**src/dcrc_pkg.sv**
```systemverilog
// Package for the core run-control register bank: offsets, fields, resets.
// Assumes a 16-bit register port addressed by register index.
package dcrc_pkg;
    localparam int unsigned ADDR_W = 16;
    localparam int unsigned DATA_W = 16;
    localparam logic [15:0] ADDR_ABORT = 16'hF403;
    localparam logic [15:0] ADDR_ENTRY = 16'hF404;
    localparam logic [15:0] ADDR_STATE = 16'hF405;
    localparam logic [15:0] ADDR_FCLR = 16'hF421;
    localparam logic [15:0] ADDR_START = 16'hF402;
    localparam logic [15:0] ADDR_HALT = 16'hF400;
    localparam logic [15:0] ADDR_FLAG = 16'hF427;
    localparam logic [15:0] ADDR_IRQ_STAT = 16'hF4E0;
    localparam logic [15:0] ADDR_IRQ_MASK = 16'hF4E1;
    localparam logic [15:0] RST_WORD = 16'h0000;
    localparam logic [15:0] RST_ENTRY = 16'h0000;
    localparam int unsigned CTL_BIT = 0;
    localparam int unsigned IRQ_W = 3;
    localparam int unsigned IRQ_STOP = 0;
    localparam int unsigned IRQ_START = 1;
    localparam int unsigned IRQ_FAULT = 2;
    typedef enum logic [2:0] {
        DCRC_ST_STOPPED = 3'h0,
        DCRC_ST_RUNNING = 3'h1,
        DCRC_ST_PAUSED = 3'h2,
        DCRC_ST_SLEEP = 3'h3,
        DCRC_ST_STALLED = 3'h4
    } dcrc_state_t;
endpackage : dcrc_pkg

```
**src/dcrc_run_ctrl.sv**
```systemverilog
// Run-control and status registers of the processing core.
// Assumes the core reports pause, sleep, stall and frame-end on core_clk_i.
//
// Design decision made here: the address-and-strobe port.
`timescale 1ns/1ps
`default_nettype none
module dcrc_run_ctrl
    import dcrc_pkg::*;
(
    input wire logic core_clk_i,
    input wire logic reset_n_i,
    input wire logic clk_en_i,
    input wire logic [ADDR_W-1:0] reg_addr_i,
    input wire logic [DATA_W-1:0] reg_wdata_i,
    input wire logic reg_wr_i,
    input wire logic reg_rd_i,
    output logic [DATA_W-1:0] reg_rdata_o,
    input wire logic core_pause_i,
    input wire logic core_sleep_i,
    input wire logic core_stall_i,
    input wire logic frame_done_i,
    input wire logic fault_src_i,
    output logic core_run_o,
    output logic core_kill_o,
    output logic pc_load_o,
    output logic [15:0] pc_value_o,
    output logic irq_gate_o,
    output logic fault_reset_o,
    output logic fault_flag_o,
    output logic irq_o
);
    logic [15:0] abort_q;
    logic [15:0] entry_q;
    logic [15:0] fclr_q;
    logic [15:0] start_q;
    logic [15:0] halt_q;
    logic running_q;
    logic halt_pend_q;
    logic fault_q;
    logic [IRQ_W-1:0] irq_stat_q;
    logic [IRQ_W-1:0] irq_mask_q;
    logic [DATA_W-1:0] rdata_q;
    logic pc_load_q;
    logic [15:0] pc_q;
    logic kill_q;
    logic frst_q;
    logic irq_q;
    logic [2:0] state_live;
    logic abort_rise;
    logic start_rise;
    logic fclr_rise;
    logic halt_rise;
    logic start_ok;
    logic stop_evt;
    logic [IRQ_W-1:0] irq_evt;

    function automatic logic is_wr(input logic [15:0] a, input logic [15:0] t);
        return reg_wr_i && (a == t);
    endfunction : is_wr

    // Rising edge of bit 0 caused by a write in this cycle
    function automatic logic rise(input logic [15:0] a, input logic [15:0] q);
        return is_wr(reg_addr_i, a) && reg_wdata_i[CTL_BIT] && !q[CTL_BIT];
    endfunction : rise

    assign abort_rise = rise(ADDR_ABORT, abort_q);
    assign start_rise = rise(ADDR_START, start_q);
    assign fclr_rise = rise(ADDR_FCLR, fclr_q);
    assign halt_rise = rise(ADDR_HALT, halt_q);
    // Start refused while abort held or being set
    assign start_ok = start_rise && !abort_q[CTL_BIT] && !abort_rise;
    assign stop_evt = running_q && (abort_rise || (halt_pend_q && frame_done_i));

    always_comb begin
        state_live = DCRC_ST_STOPPED;
        if (running_q) begin
            if (core_stall_i) begin
                state_live = DCRC_ST_STALLED;
            end else if (core_pause_i) begin
                state_live = DCRC_ST_PAUSED;
            end else if (core_sleep_i) begin
                state_live = DCRC_ST_SLEEP;
            end else begin
                state_live = DCRC_ST_RUNNING;
            end
        end
    end

    always_ff @(posedge core_clk_i) begin
        if (!reset_n_i) begin
            abort_q <= RST_WORD;
            entry_q <= RST_ENTRY;
            fclr_q <= RST_WORD;
            start_q <= RST_WORD;
            halt_q <= RST_WORD;
        end else if (clk_en_i) begin
            if (is_wr(reg_addr_i, ADDR_ABORT)) begin
                abort_q <= reg_wdata_i;
            end
            if (is_wr(reg_addr_i, ADDR_ENTRY)) begin
                entry_q <= reg_wdata_i;
            end
            if (is_wr(reg_addr_i, ADDR_FCLR)) begin
                fclr_q <= reg_wdata_i;
            end
            if (is_wr(reg_addr_i, ADDR_START)) begin
                start_q <= reg_wdata_i;
            end
            if (is_wr(reg_addr_i, ADDR_HALT)) begin
                halt_q <= reg_wdata_i;
            end
        end
    end

    // Run state: abort wins over everything, clearing abort never restarts
    always_ff @(posedge core_clk_i) begin
        if (!reset_n_i) begin
            running_q <= 1'b0;
            halt_pend_q <= 1'b0;
        end else if (clk_en_i) begin
            if (abort_rise || abort_q[CTL_BIT]) begin
                running_q <= 1'b0;
                halt_pend_q <= 1'b0;
            end else if (start_ok) begin
                running_q <= 1'b1;
                halt_pend_q <= 1'b0;
            end else if (halt_pend_q && frame_done_i) begin
                running_q <= 1'b0;
                halt_pend_q <= 1'b0;
            end else if (halt_rise && running_q) begin
                halt_pend_q <= 1'b1;
            end
        end
    end

    always_ff @(posedge core_clk_i) begin
        if (!reset_n_i) begin
            pc_load_q <= 1'b0;
            pc_q <= RST_ENTRY;
            kill_q <= 1'b0;
        end else if (clk_en_i) begin
            pc_load_q <= start_ok;
            if (start_ok) begin
                pc_q <= entry_q;
            end
            // Follows the abort bit as written, so it drops with the clear
            if (is_wr(reg_addr_i, ADDR_ABORT)) begin
                kill_q <= reg_wdata_i[CTL_BIT];
            end else begin
                kill_q <= abort_q[CTL_BIT];
            end
        end
    end

    // Fault flag: a new fault in the clearing cycle wins
    always_ff @(posedge core_clk_i) begin
        if (!reset_n_i) begin
            fault_q <= 1'b0;
            frst_q <= 1'b0;
        end else if (clk_en_i) begin
            frst_q <= fclr_rise;
            if (fault_src_i) begin
                fault_q <= 1'b1;
            end else if (fclr_rise) begin
                fault_q <= 1'b0;
            end
        end
    end

    assign irq_evt = {fault_src_i && !fault_q, start_ok, stop_evt};

    // Sticky status cleared by read; a same-cycle event wins
    always_ff @(posedge core_clk_i) begin
        if (!reset_n_i) begin
            irq_stat_q <= '0;
            irq_mask_q <= '0;
            irq_q <= 1'b0;
        end else if (clk_en_i) begin
            if (reg_rd_i && reg_addr_i == ADDR_IRQ_STAT) begin
                irq_stat_q <= irq_evt;
            end else begin
                irq_stat_q <= irq_stat_q | irq_evt;
            end
            if (is_wr(reg_addr_i, ADDR_IRQ_MASK)) begin
                irq_mask_q <= reg_wdata_i[IRQ_W-1:0];
            end
            irq_q <= |(irq_stat_q & irq_mask_q);
        end
    end

    // Read data stands in the cycle after the strobe only
    always_ff @(posedge core_clk_i) begin
        if (!reset_n_i) begin
            rdata_q <= '0;
        end else if (clk_en_i) begin
            rdata_q <= '0;
            if (reg_rd_i) begin
                unique case (reg_addr_i)
                    ADDR_ABORT: rdata_q <= abort_q;
                    ADDR_ENTRY: rdata_q <= entry_q;
                    ADDR_STATE: rdata_q <= {13'h0000, state_live};
                    ADDR_FCLR: rdata_q <= fclr_q;
                    ADDR_START: rdata_q <= start_q;
                    ADDR_HALT: rdata_q <= halt_q;
                    ADDR_FLAG: rdata_q <= {15'h0000, fault_q};
                    ADDR_IRQ_STAT: rdata_q <= {13'h0000, irq_stat_q};
                    ADDR_IRQ_MASK: rdata_q <= {13'h0000, irq_mask_q};
                    default: rdata_q <= '0;
                endcase
            end
        end
    end

    assign reg_rdata_o = rdata_q;
    assign core_run_o = running_q;
    assign core_kill_o = kill_q;
    assign pc_load_o = pc_load_q;
    assign pc_value_o = pc_q;
    assign irq_gate_o = halt_q[CTL_BIT];
    assign fault_reset_o = frst_q;
    assign fault_flag_o = fault_q;
    assign irq_o = irq_q;
endmodule : dcrc_run_ctrl
`default_nettype wire

```
**config.mk**
```make
export PLATFORM = sky130hd
export DESIGN_NAME = dcrc_run_ctrl
export DESIGN_NICKNAME = d
export VERILOG_FILES = /design/src/dcrc_pkg.sv /design/src/dcrc_run_ctrl.sv
export SDC_FILE = /design/constraint.sdc
export NUM_CORES = 1
export LEC_CHECK = 0
export ABC_AREA = 1
export BUFFER_PORTS_ARGS = -buffer_cell sky130_fd_sc_hd__buf_2
export CELL_PAD_IN_SITES_DETAIL_PLACEMENT = 1
export CELL_PAD_IN_SITES_GLOBAL_PLACEMENT = 1
export CORE_MARGIN = 5
export CORE_UTILIZATION = 41
export DETAILED_ROUTE_END_ITERATION = 8
export PLACE_DENSITY = 0.88
export SLEW_MARGIN = 20
export SYNTH_ARGS = -nofsm -noshare
export SYNTH_HDL_FRONTEND = slang
export SYNTH_SLANG_ARGS = --single-unit
```
**constraint.sdc**
```tcl
create_clock -name core_clk_i -period 1.9 [get_ports core_clk_i]
set_clock_uncertainty 0.2 [all_clocks]
set_input_delay 0.095 -clock core_clk_i [delete_from_list [all_inputs] [get_ports core_clk_i]]
set_output_delay 0.095 -clock core_clk_i [all_outputs]
set_load 0.05 [all_outputs]
```
* Word level (Yosys, flattened, before mapping)
Index checks and enable logic that the tools add are counted.
Storage, ports and cells: latch bits 0, ROM bits 0, bits in writable memories 0, bits in registers 125, bits of input ports 42, output and inout bits 39, memories 0, logic and storage cells 87
Operators by class: bitwise logic cells 2, divide/modulo/power cells 0, mux-type cells 17, equality and inequality tests 9, shifts and indexed selects 0, add/sub/neg operators 0, multipliers 0, reduce and logical (&&, ||, !) cells 43, order comparisons 0
Operators by type and width (count):
- == test 16 bit (second input constant) | 9
- one-hot mux 16 bit (9 select lines) | 1
- logical AND 1 bit | 21
- AND reduction 2 bit | 10
- two-way mux 16 bit | 1
- two-way mux 1 bit | 10
- two-way mux 3 bit | 3
- zero test 1 bit | 6
- two-way mux 2 bit | 2
- nonzero test 4 bit | 1
- AND 3 bit | 1
- OR 3 bit | 1
- nonzero test 3 bit | 1
- OR reduction 3 bit | 1
- logical OR 1 bit | 2
- nonzero test 2 bit | 1

* Logic depth before layout (Yosys ltp)
word-level depth 9, depth in mapped cells 13

* Worst setup path after synthesis
Ideal clock, no wire load.
path kind flip-flop to flip-flop, from register running_q, in the netlist core_run_o, to register rdata_q[1], in the netlist reg_rdata_o[1], path slack 0.255 ns, period minus slack after synthesis 1.645 ns, data arrival time 1.374 ns, cell stages (with the launch flop) 9, cell sequence dfxtp_1 inv_1 nor2_1 o21ai_0 o21ai_0 nor2_1 nand2_1 nand3_1 a21oi_1
Between the ends: longest elaborated chain between the ends 3
Ends and longest elaborated chain:
- from (decl) | line dcrc_run_ctrl.sv:37 | logic running_q;
- from (signal assigned) | line dcrc_run_ctrl.sv:118 | running_q <= 1'b0;
- from (signal assigned) | line dcrc_run_ctrl.sv:122 | running_q <= 1'b0;
- from (signal assigned) | line dcrc_run_ctrl.sv:125 | running_q <= 1'b1;
- two-way mux 3 bit | line dcrc_run_ctrl.sv:76 | if (running_q) begin
- one-hot mux 16 bit (9 select lines) | line dcrc_run_ctrl.sv:198 | unique case (reg_addr_i)
- two-way mux 16 bit | line dcrc_run_ctrl.sv:197 | if (reg_rd_i) begin
- to (signal assigned) | line dcrc_run_ctrl.sv:199 | ADDR_ABORT: rdata_q <= abort_q;
- to (signal assigned) | line dcrc_run_ctrl.sv:200 | ADDR_ENTRY: rdata_q <= entry_q;
- to (signal assigned) | line dcrc_run_ctrl.sv:201 | ADDR_STATE: rdata_q <= {13'h0000, state_live};
- to (decl) | line dcrc_run_ctrl.sv:42 | logic [DATA_W-1:0] rdata_q;
No other way between the ends. A chain may end at the register's enable or synchronous reset.

* Worst setup path after layout
from input port reg_wdata_i[0], to register pc_q[8], in the netlist pc_value_o[8]
Between the ends: longest elaborated chain between the ends 5
Ends and longest elaborated chain:
- from (decl) | line dcrc_run_ctrl.sv:14 | input wire logic [DATA_W-1:0] reg_wdata_i,
- logical AND 1 bit (2 in a row) | line dcrc_run_ctrl.sv:63 | return is_wr(reg_addr_i, a) && reg_wdata_i[CTL_BIT] && !q[CTL_BIT];
- logical AND 1 bit / zero test 1 bit (equally long branches) | line dcrc_run_ctrl.sv:71 | assign start_ok = start_rise && !abort_q[CTL_BIT] && !abort_rise;
- logical AND 1 bit * | line dcrc_run_ctrl.sv:71
- AND reduction 2 bit (no source line) *
- to (signal assigned) | line dcrc_run_ctrl.sv:144 | pc_q <= entry_q;
- to (decl) | line dcrc_run_ctrl.sv:44 | logic [15:0] pc_q;
Every way passes the cells marked *; elsewhere a longest branch is shown, timed or not.

==> impl_metrics.ini <==
[placed_design]
placedInstanceArea_mm2 = 0.006470
dp_hpwl_um = 13140
place_ws_ns = -0.06385
gp_congestion = 0.9209
dp_cells = 1049
io_buffers = 80

[logic_synthesis]
synth_area_leaders = dfxtp_1, nor2_1, inv_1, nand2_1, o21ai_0
syn_avg_cell_area_um2 = 7.239
synthFlopType = dfxtp_1
synth_cell_type_count = 31
ys.warnings.count = 0
yosysSeqAreaShare_pct = 43.16
synth_top_cell_area_share_pct = 43.16
synth_area_mm2 = 0.005798
synth_edf_count = 0
ys_ff_latch = 125
async_reset_ff_share_pct = 0
yosys.area.top_type = dfxtp_1
postSynthCellCount = 801
synthesis.nets = 843

[power]
combPwrFrac_pct = 4.8
seq_power_share_pct = 44.1
total_power_mw = 5.962
ir_drop_mv = 0.4834
swShare_pct = 22.44
p_leak_nw = 3.051
powerDensity_mw_per_mm2 = 822.5
p_sw_mw = 1.338
intPower_mw = 4.624
p_clk_share_pct = 51.0

[cts]
cts-root-buf = clkbuf_16
cts_resized = 0
cts_tree = built
clock_latency_ns = 0.42
cts_buffer_depth = 2
cts_max_level = 4
hold_buffers = 23
clock-sinks = 125
cts_setup_buffers = 0
cts_buffers = 17
clk_pin_slew_ns = 0.05

[detailed_routing]
via_count = 5943
drc = 0
wl_um = 19840
drt_iter0_markers = 393
vias_per_cell = 5.383
first_pass_iters = 4
detail-route-antenna-nets = 0
avgRoutedWirePerCell_um = 17.97

[grt]
grt_overflow = 0
grt_usage_pct = 24.77
grt-busiest-layer = met2
use_met1_pct = 27.21
grt_pass1_vias = 6327
antenna_found_initial = 0
grtUsageMet2_pct = 43.69
use_met3_pct = 5.106
grt_pass1_wl_um = 32220
grt_max_degree = 42

[final_layout]
utilization_pct = 52.23
post-route-cell-area_mm2 = 0.007249
diodes = 0
final_nets = 953
layout.cells.non_filler = 1104
nFillCells = 1787
area_delta_synth_final_pct = 25.03
drive_gt1_share_pct = 22.08

[floorplanning]
fp.dieW_um = 128.9
dieArea_mm2 = 0.01662
initial_utilization_pct = 41.77
rows = 43
die_h_um = 128.9
ios = 81
core_mm2 = 0.01388

[sta]
fin_crit_sh_pct = 90.95
fmax_mhz = 578.7
layout_setup_ws_ns = 0.1719
worst_pin_slew_ns = 0.5898
drv_slew = 0
grt_setup_unrepaired = false
slew-limit-headroom_pct = 60.62
setup_tns_ns = 0
setup_viol = 0
layout_min_cycle_time_ns = 1.728
hold_violations = 0
hold_ws_ns = 0.03681

[critical_path]
worst_ep_required_time_ns = 2.04
cp.arrival_ns = 1.87
critical_path.max_fanout = 16
critPathSlowestCell = dlygate4sd3_1
path_buf_inv = 4
critPathLaunchType = input port
crit_top_cell = nor2_2
path_class = input port to register
crit_family = buffers and inverters
worst_setup_path_end_kind = register
cpPeakStageDelay_ns = 0.52
cp_cell_sequence = dlygate4sd3_1 -> buf_2 -> inv_1 -> nor2_2 -> nand2_1 -> nor2_2 -> nand2_2 -> inv_2 -> o21ai_0 -> nor2_1

[run]
maxCapViolations = 0

[worst_hold_path]
min_path_type = input port to register

[outcome]
status = finished, final reports clean
[worst paths after layout]
kind,from,endpoint,cells after the start,slack (ns)
setup / recovery,reg_wdata_i[0],pc_value_o[8]$_SDFFE_PN0P_,10,0.17
hold / removal,reg_addr_i[12],irq_stat_q[2]$_SDFFE_PN0P_,6,0.04
setup reg to reg,core_run_o$_SDFFE_PN0P_,reg_rdata_o[1]$_SDFFE_PN0P_,8,0.26
hold reg to reg,halt_pend_q$_SDFFE_PN0P_,halt_pend_q$_SDFFE_PN0P_,2,0.26
[worst register-to-register path, cell delays in order, from the launching register on]
cell,delay [ns]
dfxtp_1,0.42
inv_1,0.10
nor2_1,0.09
o21ai_0,0.09
o21ai_0,0.26
nor2_1,0.12
nand2_1,0.09
nand3_1,0.07
a21oi_1,0.13
[layout make-up]
cell class              count  area, um^2  share of cell area [%]
flip-flops and latches    125        2502                   34.52
well taps                 180       225.2                   3.107
clock buffers              26       489.2                   6.748
multi-input cells         537        2688                   37.07
repair buffers            137       935.9                   12.91
clock inverters             6       60.06                  0.8284
inverters                  93       349.1                   4.815
[sequential cells by signal, summed over array words and instances, names as in the netlist, 3 cells and up]
register / count
entry_q: 16
abort_q: 16
start_q: 16
irq_stat_q: 3
fclr_q: 16
halt_q: 16
irq_mask_q: 3
reg_rdata_o: 16
pc_value_o: 16
[layer usage]
| metal | vias to the layer above | wire length, um |
|---|---|---|
| met2 | 167 | 10080 |
| met1 | 2858 | 7968 |
| met3 | 69 | 807 |
| met4 | 0 | 984 |
| met5 | - | 0 |
| li1 | 2849 | - |
[cell usage after synthesis, types with 4 or more instances]
library cell  instances
a211oi_1             20
a211oi_2             17
a21oi_1              42
buf_1                 4
buf_2                12
buf_6                 7
clkbuf_1             20
dfxtp_1             125
inv_1                80
inv_2                13
nand2_1              80
nand2_2               6
nand3_1              56
nand4_1              23
nor2_1              170
nor2_2               14
nor2_4                5
o21ai_0              60
o21ai_1              31
[power groups by stage]
| stage | sequential [mW] | combinational, mW | clock, mW |
|---|---|---|---|
| after global routing | 2.63 | 0.310 | 3.22 |
| final | 2.63 | 0.288 | 3.04 |
| after detailed placement | 2.69 | 0.246 | 0 |
| after CTS | 2.63 | 0.285 | 3.06 |
| after floorplan | 2.69 | 0.101 | 0 |
| after global placement | 2.69 | 0.242 | 0 |
[logic make-up after synthesis]
logic type,synth area share [%]
AO/OA/AOI/OAI,18.54
buffers and inverters,10.49
flip-flops,43.16
AND/OR/NAND/NOR,27.82
[cells in the final DEF, fill, tap and decap left out, types with 14 or more instances in the layout]
| cell | count |
|---|---|
| dlygate4sd3_1 | 23 |
| a21oi_1 | 42 |
| dfxtp_1 | 125 |
| a211oi_1 | 20 |
| a211oi_2 | 17 |
| nor2_2 | 14 |
| o21ai_1 | 31 |
| inv_1 | 79 |
| nand2_1 | 80 |
| nor2_1 | 170 |
| nand4_1 | 23 |
| o21ai_0 | 60 |
| inv_2 | 14 |
| buf_2 | 80 |
| nand3_1 | 56 |
| buf_4 | 30 |
| clkbuf_16 | 17 |
Power figures use the tool's default switching activity.
